$ cat src/include/smbe_pkg.sv
// constants, types and decoding shared by the spi master byte engine
package smbe_pkg;

    // ----------------------------------------
    // clock and bit timing
    // ----------------------------------------
    localparam int CLK_MHZ      = 250;
    localparam int BIT_NS_R0    = 500;
    localparam int BIT_NS_R1    = 1000;
    localparam int BIT_NS_R2    = 2000;
    localparam int BIT_NS_R3    = 16000;
    localparam int BIT_CYC_R0   = BIT_NS_R0 * CLK_MHZ / 1000;
    localparam int BIT_CYC_R1   = BIT_NS_R1 * CLK_MHZ / 1000;
    localparam int BIT_CYC_R2   = BIT_NS_R2 * CLK_MHZ / 1000;
    localparam int BIT_CYC_R3   = BIT_NS_R3 * CLK_MHZ / 1000;
    localparam int FAST_ACT_CYC = (BIT_CYC_R0 + 2) / 3;

    // ----------------------------------------
    // register map and fields
    // ----------------------------------------
    localparam logic [7:0] ADDR_DATA  = 8'h60;
    localparam logic [7:0] ADDR_CTRL  = 8'h61;
    localparam logic [7:0] RESET_BYTE = 8'h00;
    localparam int         TRANSFER_COMPLETE_FLAG_BIT   = 7;
    localparam int         TBF_BIT    = 6;
    localparam int         MODE_LSB   = 4;
    localparam int         CLOCK_POLARITY_SELECT_BIT   = 3;
    localparam int         CLOCK_PHASE_SELECT_BIT   = 2;
    localparam int         SEL_LSB    = 0;
    localparam logic [1:0] MODE_OFF    = 2'h0;
    localparam logic [1:0] MODE_MASTER = 2'h1;
    localparam logic [1:0] MODE_SLAVE  = 2'h2;
    localparam logic [1:0] SEL_FAST    = 2'h0;
    localparam logic [1:0] SEL_R1      = 2'h1;
    localparam logic [1:0] SEL_R2      = 2'h2;
    localparam logic [2:0] LAST_BIT    = 3'h7;
    localparam logic [3:0] BYTE_EDGES  = 4'h8;

    typedef enum logic [1:0] {
        ST_IDLE  = 2'b01,
        ST_SHIFT = 2'b10
    } smbe_state_t;

    // ----------------------------------------
    // segment length: idle part then active part
    // ----------------------------------------
    function automatic logic [11:0] smbe_seg_len(input logic [1:0] sel, input logic act);
        logic [11:0] bit_c;
        logic [11:0] act_c;
        bit_c = 12'(BIT_CYC_R3);
        case (sel)
            SEL_FAST: bit_c = 12'(BIT_CYC_R0);
            SEL_R1:   bit_c = 12'(BIT_CYC_R1);
            SEL_R2:   bit_c = 12'(BIT_CYC_R2);
            default:  bit_c = 12'(BIT_CYC_R3);
        endcase
        act_c = (sel == SEL_FAST) ? 12'(FAST_ACT_CYC) : (bit_c >> 1);
        return act ? act_c : (bit_c - act_c);
    endfunction : smbe_seg_len

endpackage : smbe_pkg

$ cat src/include/smbe_tim_if.sv
// timing link between the byte engine core and its sck generator
interface smbe_tim_if;
    logic       run;
    logic [1:0] rate_sel;
    logic       lead;
    logic       bit_end;
    logic       seg_act;

    modport gen (
        input  run,
        input  rate_sel,
        output lead,
        output bit_end,
        output seg_act
    );

    modport core (
        output run,
        output rate_sel,
        input  lead,
        input  bit_end,
        input  seg_act
    );
endinterface : smbe_tim_if

$ cat src/design/smbe_top.sv
// spi master byte engine: data and control registers, shifter and pins
//
// Design decision made here: the plain strobed port.
module smbe_top (
    // clock and reset
    input  wire logic       mclk,
    input  wire logic       sys_rst,
    // register port
    input  wire logic [7:0] reg_addr,
    input  wire logic [7:0] reg_wdata,
    input  wire logic       reg_wr,
    input  wire logic       reg_rd,
    output logic      [7:0] reg_rdata,
    // spi pins
    output logic            spi_sck,
    output logic            spi_mosi,
    input  wire logic       spi_miso,
    output logic            spi_out_bypass,
    // byte event
    output logic            spi_irq
);
    typedef struct packed {
        smbe_pkg::smbe_state_t fsm;
        logic [7:0]            shreg;
        logic [7:0]            txbuf;
        logic [7:0]            rxbuf;
        logic                  tx_buffer_full_flag;
        logic                  transfer_complete_flag;
        logic [1:0]            mode;
        logic                  clock_polarity_select;
        logic                  clock_phase_select;
        logic [1:0]            sel;
        logic [2:0]            bitcnt;
        logic                  sample;
        logic                  mosi;
        logic                  sck;
        logic                  drive;
        logic                  irq;
        logic [7:0]            rdata;
        logic [3:0]            leads;
    } smbe_core_st_t;

    smbe_core_st_t st_reg;
    smbe_core_st_t st_next;
    logic          miso_s;
    logic          bit_in;
    logic [7:0]    shifted;
    logic [7:0]    ctrl_image;
    logic          wr_data;
    logic          wr_ctrl;
    logic          start;
    logic          master;

    smbe_tim_if tim ();

    // ----------------------------------------
    // submodules
    // ----------------------------------------
    smbe_sync u_miso_sync (
        .mclk    (mclk),
        .sys_rst (sys_rst),
        .din     (spi_miso),
        .dout    (miso_s)
    );

    smbe_sck_gen u_sck_gen (
        .mclk    (mclk),
        .sys_rst (sys_rst),
        .tim     (tim.gen)
    );

    assign tim.run      = (st_reg.fsm == smbe_pkg::ST_SHIFT);
    assign tim.rate_sel = st_reg.sel;

    // ----------------------------------------
    // decode
    // ----------------------------------------
    assign wr_data = reg_wr && (reg_addr == smbe_pkg::ADDR_DATA);
    assign wr_ctrl = reg_wr && (reg_addr == smbe_pkg::ADDR_CTRL);
    assign master  = (st_reg.mode == smbe_pkg::MODE_MASTER);
    assign start   = (st_reg.fsm == smbe_pkg::ST_IDLE) && master && st_reg.tx_buffer_full_flag;
    assign bit_in  = st_reg.clock_phase_select ? miso_s : st_reg.sample;
    assign shifted = {st_reg.shreg[6:0], bit_in};

    always_comb begin
        ctrl_image                                 = '0;
        ctrl_image[smbe_pkg::TRANSFER_COMPLETE_FLAG_BIT]             = st_reg.transfer_complete_flag;
        ctrl_image[smbe_pkg::TBF_BIT]              = st_reg.tx_buffer_full_flag;
        ctrl_image[smbe_pkg::MODE_LSB +: 2]        = st_reg.mode;
        ctrl_image[smbe_pkg::CLOCK_POLARITY_SELECT_BIT]             = st_reg.clock_polarity_select;
        ctrl_image[smbe_pkg::CLOCK_PHASE_SELECT_BIT]             = st_reg.clock_phase_select;
        ctrl_image[smbe_pkg::SEL_LSB +: 2]         = st_reg.sel;
    end

    // ----------------------------------------
    // next state
    // ----------------------------------------
    always_comb begin
        st_next       = st_reg;
        st_next.irq   = 1'b0;
        st_next.rdata = '0;

        // register reads, answer in the next cycle only
        if (reg_rd) begin
            case (reg_addr)
                smbe_pkg::ADDR_DATA: st_next.rdata = st_reg.rxbuf;
                smbe_pkg::ADDR_CTRL: st_next.rdata = ctrl_image;
                default:             st_next.rdata = '0;
            endcase
        end

        // control write, done flag cleared by writing zero
        if (wr_ctrl) begin
            st_next.mode = reg_wdata[smbe_pkg::MODE_LSB +: 2];
            st_next.clock_polarity_select = reg_wdata[smbe_pkg::CLOCK_POLARITY_SELECT_BIT];
            st_next.clock_phase_select = reg_wdata[smbe_pkg::CLOCK_PHASE_SELECT_BIT];
            st_next.sel  = reg_wdata[smbe_pkg::SEL_LSB +: 2];
            if (!reg_wdata[smbe_pkg::TRANSFER_COMPLETE_FLAG_BIT]) begin
                st_next.transfer_complete_flag = 1'b0;
            end
        end

        // shifter
        case (st_reg.fsm)
            smbe_pkg::ST_IDLE: begin
                if (start) begin
                    st_next.fsm    = smbe_pkg::ST_SHIFT;
                    st_next.shreg  = st_reg.txbuf;
                    st_next.tx_buffer_full_flag    = 1'b0;
                    st_next.bitcnt = '0;
                    st_next.leads  = '0;
                    if (!st_reg.clock_phase_select) begin
                        st_next.mosi = st_reg.txbuf[7];
                    end
                end
            end
            smbe_pkg::ST_SHIFT: begin
                if (!master) begin
                    st_next.fsm = smbe_pkg::ST_IDLE;
                end else begin
                    if (tim.lead) begin
                        st_next.leads = st_reg.leads + 4'h1;
                        if (!st_reg.clock_phase_select) begin
                            st_next.sample = miso_s;
                        end else begin
                            st_next.mosi = st_reg.shreg[7];
                        end
                    end
                    if (tim.bit_end) begin
                        st_next.shreg  = shifted;
                        st_next.bitcnt = st_reg.bitcnt + 3'h1;
                        if (st_reg.bitcnt == smbe_pkg::LAST_BIT) begin
                            st_next.fsm   = smbe_pkg::ST_IDLE;
                            st_next.rxbuf = shifted;
                            st_next.transfer_complete_flag  = 1'b1;
                            st_next.irq   = 1'b1;
                        end else if (!st_reg.clock_phase_select) begin
                            st_next.mosi = shifted[7];
                        end
                    end
                end
            end
            default: begin
                st_next.fsm = smbe_pkg::ST_IDLE;
            end
        endcase

        // data write last so a write beside a load is kept
        if (wr_data) begin
            st_next.txbuf = reg_wdata;
            st_next.tx_buffer_full_flag   = 1'b1;
        end

        st_next.sck   = st_reg.clock_polarity_select ^ ((st_reg.fsm == smbe_pkg::ST_SHIFT) && tim.seg_act);
        st_next.drive = master;
    end

    always_ff @(posedge mclk) begin
        if (sys_rst) begin
            st_reg     <= '0;
            st_reg.fsm <= smbe_pkg::ST_IDLE;
        end else begin
            st_reg <= st_next;
        end
    end

    // ----------------------------------------
    // outputs
    // ----------------------------------------
    assign reg_rdata      = st_reg.rdata;
    assign spi_sck        = st_reg.sck;
    assign spi_mosi       = st_reg.mosi;
    assign spi_out_bypass = st_reg.drive;
    assign spi_irq        = st_reg.irq;
endmodule : smbe_top

$ cat src/design/smbe_sync.sv
// two flip-flop synchroniser for one level
module smbe_sync (
    // clock and reset
    input  wire logic mclk,
    input  wire logic sys_rst,
    // level
    input  wire logic din,
    output logic      dout
);
    typedef struct packed {
        logic s1;
        logic s2;
    } smbe_sync_st_t;

    smbe_sync_st_t st_reg;
    smbe_sync_st_t st_next;

    always_comb begin
        st_next    = st_reg;
        st_next.s1 = din;
        st_next.s2 = st_reg.s1;
    end

    always_ff @(posedge mclk) begin
        if (sys_rst) begin
            st_reg <= '0;
        end else begin
            st_reg <= st_next;
        end
    end

    assign dout = st_reg.s2;
endmodule : smbe_sync

$ cat src/design/smbe_sck_gen.sv
// bit timer: idle segment then active segment per bit, with edge pulses
module smbe_sck_gen (
    // clock and reset
    input  wire logic mclk,
    input  wire logic sys_rst,
    // timing link
    smbe_tim_if.gen   tim
);
    localparam int FAST_HI_M1 = smbe_pkg::FAST_ACT_CYC - 1;

    typedef struct packed {
        logic [11:0] cnt;
        logic        seg;
        logic        lead;
        logic        bit_end;
    } smbe_gen_st_t;

    smbe_gen_st_t st_reg;
    smbe_gen_st_t st_next;

    // ----------------------------------------
    // segment counter
    // ----------------------------------------
    always_comb begin
        st_next         = st_reg;
        st_next.lead    = 1'b0;
        st_next.bit_end = 1'b0;
        if (!tim.run) begin
            st_next.cnt = '0;
            st_next.seg = 1'b0;
        end else if (st_reg.cnt == smbe_pkg::smbe_seg_len(tim.rate_sel, st_reg.seg) - 12'h001) begin
            st_next.cnt     = '0;
            st_next.seg     = !st_reg.seg;
            st_next.lead    = !st_reg.seg;
            st_next.bit_end = st_reg.seg;
        end else begin
            st_next.cnt = st_reg.cnt + 12'h001;
        end
    end

    always_ff @(posedge mclk) begin
        if (sys_rst) begin
            st_reg <= '0;
        end else begin
            st_reg <= st_next;
        end
    end

    assign tim.lead    = st_reg.lead;
    assign tim.bit_end = st_reg.bit_end;
    assign tim.seg_act = st_reg.seg;
endmodule : smbe_sck_gen

$ cat config.mk
export PLATFORM = sky130hd
export DESIGN_NAME = smbe_top
export DESIGN_NICKNAME = d
export VERILOG_FILES = /design/src/include/smbe_pkg.sv /design/src/include/smbe_tim_if.sv /design/src/design/smbe_top.sv /design/src/design/smbe_sync.sv /design/src/design/smbe_sck_gen.sv
export SDC_FILE = /design/constraint.sdc
export NUM_CORES = 1
export LEC_CHECK = 0
export ABC_CLOCK_PERIOD_IN_PS = 2680
export BUFFER_PORTS_ARGS = -buffer_cell sky130_fd_sc_hd__clkbuf_2
export CAP_MARGIN = 20
export CELL_PAD_IN_SITES_DETAIL_PLACEMENT = 1
export CELL_PAD_IN_SITES_GLOBAL_PLACEMENT = 2
export CORE_UTILIZATION = 37
export DETAILED_ROUTE_END_ITERATION = 10
export PLACE_DENSITY = 0.87
export SLEW_MARGIN = 25
export SYNTH_ARGS = -nofsm -noshare
export SYNTH_HDL_FRONTEND = slang
export SYNTH_HIERARCHICAL = 1
export SYNTH_SLANG_ARGS = --single-unit
$ cat constraint.sdc
create_clock -name mclk -period 2.68 [get_ports mclk]
set_input_delay 0.268 -clock mclk [delete_from_list [all_inputs] [get_ports mclk]]
set_output_delay 0.268 -clock mclk [all_outputs]
set_load 0.01 [all_outputs]
# == Word level (Yosys, flattened, before mapping) ==
# Cells that the tools add are included.
# totals
reg_bits,67
latchBits,0
ram_bits,0
romBits,0
in_bits,21
n_memories,0
# classes
n_addsub,4
mul,0
n_div,0
n_lt_le_gt_ge,0
n_eq_ne,15
n_shift,0
muxes,36
bitwise_logic,7
reduce_logical,21
# op_table
operator,count
12-bit case mux with 3 select lines,1
8-bit case mux with 2 select lines,2
12-bit two-way mux,2
10-bit two-way mux,2
1-bit two-way mux,17
"8-bit by 7-bit equality test with 1-bit output, second input constant",2
4-bit AND reduction,4
"12-bit by 1-bit adder with 12-bit output, second input constant",1
12-bit equality test,1
"12-bit by 1-bit subtractor with 12-bit output, second input constant",1
12-bit subtractor,1
11-bit two-way mux,1
8-bit two-way mux,1
"2-bit != test, second input constant",4
7-bit two-way mux,1
"2-bit by 1-bit equality test with 1-bit output, second input constant",3
2-bit two-way mux,3
3-bit two-way mux,2
"3-bit != test, second input constant",2
1-bit inverter,6
3-bit case mux with 2 select lines,1
2-bit nonzero test,3
3-bit OR reduction,2
1-bit logical AND,5
other kinds (13),15

# == Depth between registers and ports, before layout ==
# logic_depth
ltp_word,10
depth_mapped,10

# == Cells and area by module ==
# Netlist, hierarchy kept.
# modules_own_cells
mod,n_inst,cells_each,area_per_inst_um2,seq_area_each_um2
smbe_top,1,223,2182.1,1001.0
smbe_sck_gen,1,115,985.9,300.3
smbe_sync,1,4,52.6,40.0

# == Worst setup path before layout ==
# Ideal clock, no wire load.
# synth_timing
path_kind,register -> register
startpoint,register st_reg (netlist bit tim.rate_sel[0])
endpoint,register u_sck_gen/st_reg[4] (netlist bit)
setup_ns,0.115
t_arrival_ns,2.210
slack_ns,0.354
stages_incl_launch_ff,10
path_buffers,1
cell_sequence,dfxtp_1 inv_1 ha_1 buf_4 and3b_1 a211oi_1 mux2i_1 a2111o_1 or3_1 and3_1
# synth_between
elab_chain_cells,9
elab_cells_between_ends,11
classes_between,add/sub (2); eq/ne (3); mux (4); reduce/logical (2)
# synth_rtl
item,line_no,text
"start, declared",smbe_top.sv:43,smbe_core_st_t st_reg;
"start signal, assigned",smbe_top.sv:183,st_reg <= st_next;
"2-bit equality test, or another cell as far along",smbe_pkg.sv:51,case (sel)
12-bit case mux with 3 select lines,smbe_pkg.sv:51,
12-bit two-way mux,smbe_sck_gen.sv:28,if (!tim.run) begin
11-bit two-way mux,smbe_pkg.sv:57,act_c = (sel == SEL_FAST) ? 12'(FAST_ACT_CYC) : (bit_c >> 1);
12-bit subtractor,smbe_pkg.sv:58,return act ? act_c : (bit_c - act_c);
12-bit two-way mux *,smbe_pkg.sv:58,
12-bit by 1-bit subtractor with 12-bit output *,smbe_sck_gen.sv:31,"end else if (st_reg.cnt == smbe_pkg::smbe_seg_len(tim.rate_sel, st_reg.seg) - 12'h001) begin"
12-bit equality test *,smbe_sck_gen.sv:31,
3-bit OR reduction (no line) *,n/a,
"end signal, assigned",smbe_sck_gen.sv:45,st_reg <= st_next;
"end, declared",smbe_sck_gen.sv:18,smbe_gen_st_t st_reg;
# Every way passes the cells marked *; elsewhere a longest branch is shown, timed or not. The select of a mux whose other input is x is not followed.
# A chain may end at the register's enable or synchronous reset.

# == Worst setup path after layout ==
# Ends and elaborated chain as after synthesis.

==> metrics.txt <==
status completed; VDD IR max 0.000296 V; final wirelength 7250 µm; first-pass GRT wire length 11800 µm; Die Y 95.3 µm; pin count of the biggest net entering global routing 27; Worst Path Required 2.93 ns; Placer Congestion 0.761; HP Class in -> reg; Final Critical Period 2.45 ns; Max Slew Vio Count 0; CTS Sinks 67; cell count after synthesis 342; IO Pins 33; final setup violation count 0; P_sw 0.000431 W; max cap viols 0; Synthesized Nets 371; clock tree buffer depth 2; Comb power frac 2.3%; Hold Path End u_miso_sync/st_next[0]$_SDFF_PP0_; Die Area 9080 µm²; Power Internal 0.00145 W; internal reg-to-reg setup slack 0.23 ns; n_diodes 0; CTS Root Cell clkbuf_8; Rel. slew slack 57.1%; Area growth syn-to-layout 10.7%; Switching Share 23.0%; Hold Path Depth 2; Final period util 91.5%; port buffer count 32; Least-Margin Pin Slew 0.643 ns; prevailing post-synth register cell dfxtp_1; antenna violations before repair 0; crit-path max FO 13; overall overflow remaining after global route 0; Post-Route Skew 0.0142 ns; WS Path Type reg -> reg; num rows 33; EDFF count, synth 0; startpoint types flop; nets 393; post-route DRC violation count 0; dpl hpwl 5280 µm; Setup TNS Final 0 ns; Fmax achieved 0.408 GHz; via count 2407; sequential cell area fraction in the yosys report 41.6%; routed length per instance 15.3 µm; Mapped Area 3220 µm²; RSZ-0062 raised after global routing false; Yosys reg bits 67; largest area contributor in the netlist dfxtp_1; clock insertion delay at the later pin of the skew report 0.35 ns; DRT antenna net count 0; clock power share 44.6%; DR vias/cell 5.08; Layout fillers 985; endpoints failing hold 0; 1st-pass router iterations 4; core area 8300 µm²; vias in the first global route 2344; Leakage 1.34 nW; synth warn 6; Reg power frac 53.1%; Die Wd 95.3 µm; pwr dens 526 nW/µm²; crit path DAT 2.70 ns; layout cell share with drive strength beyond 1 19.8%; hold path start spi_miso; r2r startpoint tim.rate_sel[0]$_SDFFE_PP0N_; cells on worst reg2reg path 8; synth unique cells 52; R2R Path End u_sck_gen/st_reg[4]$_SDFF_PP0_; asr flop ratio synth 0%; overall routing resource usage 17.6%; H-tree depth 3; setup slack after layout 0.228 ns; Starting Density 38.8%; post-synth top area share 41.6%; CTS tree built; Worst-path clk slew 0.08 ns; Final Cell Area 3570 µm²; pre-CTS setup slack 0.111 ns; max reg flops 23; crit path capture type flop; DRT iter0 DRCs 91; average size of a mapped cell 9.42 µm²; cts bufs inserted 9; top area cells in the synthesized netlist dfxtp_1 (42%), mux2i_1 (9.0%), nor2_1 (6.4%); area of placed instances 3370 µm²
==> worst max-delay path, stage by stage, from the launching register on <==
cell and delay, ns:
dfxtp_1 0.41, inv_1 0.10, ha_2 0.28, or3b_1 0.40
o211ai_2 0.08, mux2i_1 0.11, a2111o_1 0.44, or3_1 0.35
and3_1 0.19
==> synth_stat cells (2+ instances only) <==
library cell,count
nor2b_1,3
xnor2_1,9
nand3_1,10
and3_1,3
clkbuf_1,5
a211oi_1,3
o21bai_1,2
dfxtp_1,67
nand2b_1,9
a21oi_1,15
buf_2,5
and4bb_1,2
buf_6,4
or3b_1,4
buf_4,11
and3b_1,2
inv_1,8
o31ai_2,2
nor3b_1,3
xor2_1,11
nand2_1,35
ha_1,8
a311oi_2,8
mux2i_1,29
nor3_1,3
nor2_1,55
==> metrics by stage <==
stage | hold WS [ns] | utilization, % | total power [W] | std cells
after floorplan | 0.340 | - | 0.00104 | 342
after global placement | 0.436 | 40.6 | 0.00106 | 458
after detailed placement | 0.449 | 40.6 | 0.00106 | 458
after CTS | 0.125 | 42.9 | 0.00190 | 474
after global routing | 0.127 | 43.0 | 0.00195 | 474
final | 0.131 | 43.0 | 0.00188 | 474
==> area by class of cell <==
| cell class | instances | area, µm² | area share (%) |
|---|---|---|---|
| well taps | 105 | 131 | 3.68 |
| repair buffers | 36 | 190 | 5.33 |
| inverters | 9 | 35.0 | 0.982 |
| clock buffers | 10 | 128 | 3.58 |
| multi-input cells | 241 | 1680 | 47.0 |
| clock inverters | 6 | 65.1 | 1.82 |
| flip-flops and latches | 67 | 1340 | 37.6 |
==> worst max-delay path by stage <==
stage / start / cells after the start / endpoint / slack, ns
final: tim.rate_sel[0]$_SDFFE_PP0N_ / 8 / u_sck_gen/st_reg[4]$_SDFF_PP0_ / 0.23
after global routing: tim.rate_sel[1]$_SDFFE_PP0N_ / 8 / u_sck_gen/st_reg[4]$_SDFF_PP0_ / 0.12
after CTS: tim.rate_sel[1]$_SDFFE_PP0N_ / 8 / u_sck_gen/st_reg[4]$_SDFF_PP0_ / 0.12
after detailed placement: tim.rate_sel[1]$_SDFFE_PP0N_ / 8 / u_sck_gen/st_reg[4]$_SDFF_PP0_ / 0.11
after global placement: tim.rate_sel[1]$_SDFFE_PP0N_ / 8 / u_sck_gen/st_reg[4]$_SDFF_PP0_ / 0.24
after floorplan: tim.rate_sel[0]$_SDFFE_PP0N_ / 9 / u_sck_gen/st_reg[4]$_SDFF_PP0_ / 0.35
==> metal layers <==
layer | track usage [%] | wire length [µm]
met5 | 0 | 0
met4 | 6.82 | 97
met3 | 4.63 | 249
met2 | 25.6 | 3180
met1 | 24.5 | 3730
==> power by group through the flow <==
| stage | Sequential [W] | Combinational, W | Clock (W) |
|---|---|---|---|
| floorplan | 0.00102 | 0.0000217 | 0 |
| global placement | 0.00102 | 0.0000431 | 0 |
| detailed placement | 0.00102 | 0.0000434 | 0 |
| CTS | 0.000997 | 0.0000438 | 0.000864 |
| global route | 0.000997 | 0.0000470 | 0.000904 |
| finish | 0.000997 | 0.0000433 | 0.000836 |
==> logic make-up (layout without fill, tap and decap cells) <==
family | count (synthesis) | count (layout) | share of synthesized area, %
AOI/OAI and AO/OA | 41 | 41 | 10.8
xor gates and xnor gates | 20 | 20 | 5.44
adders and majority gates | 8 | 8 | 3.11
buffers and inverters | 34 | 61 | 6.41
DFF | 67 | 67 | 41.6
muxes | 29 | 29 | 9.01
and+or+nand+nor | 143 | 143 | 23.6
==> placed cells by master (no fill, tap or decap), types with 2 or more instances in the layout <==
cell / instances
nor3_1: 3
nor3b_1: 3
o21bai_1: 2
clkbuf_2: 32
or3b_1: 4
nand2_1: 35
clkbuf_8: 9
mux2i_1: 29
xor2_1: 11
nor2_1: 55
a211oi_1: 3
nor2b_1: 3
and3_1: 3
a311oi_2: 8
clkinv_2: 3
a21oi_1: 15
buf_4: 4
nand2b_1: 9
nand3_1: 10
and3b_1: 2
and4bb_1: 2
o31ai_2: 2
ha_1: 7
inv_1: 8
dfxtp_1: 67
xnor2_1: 9
==> repair_timing <==
action	in CTS	in global routing
resized for setup	0	1
endpoints found under the setup margin	0	1
buffers inserted	0	0
hold buffers	0	0
(Power assumes the default switching activity.)
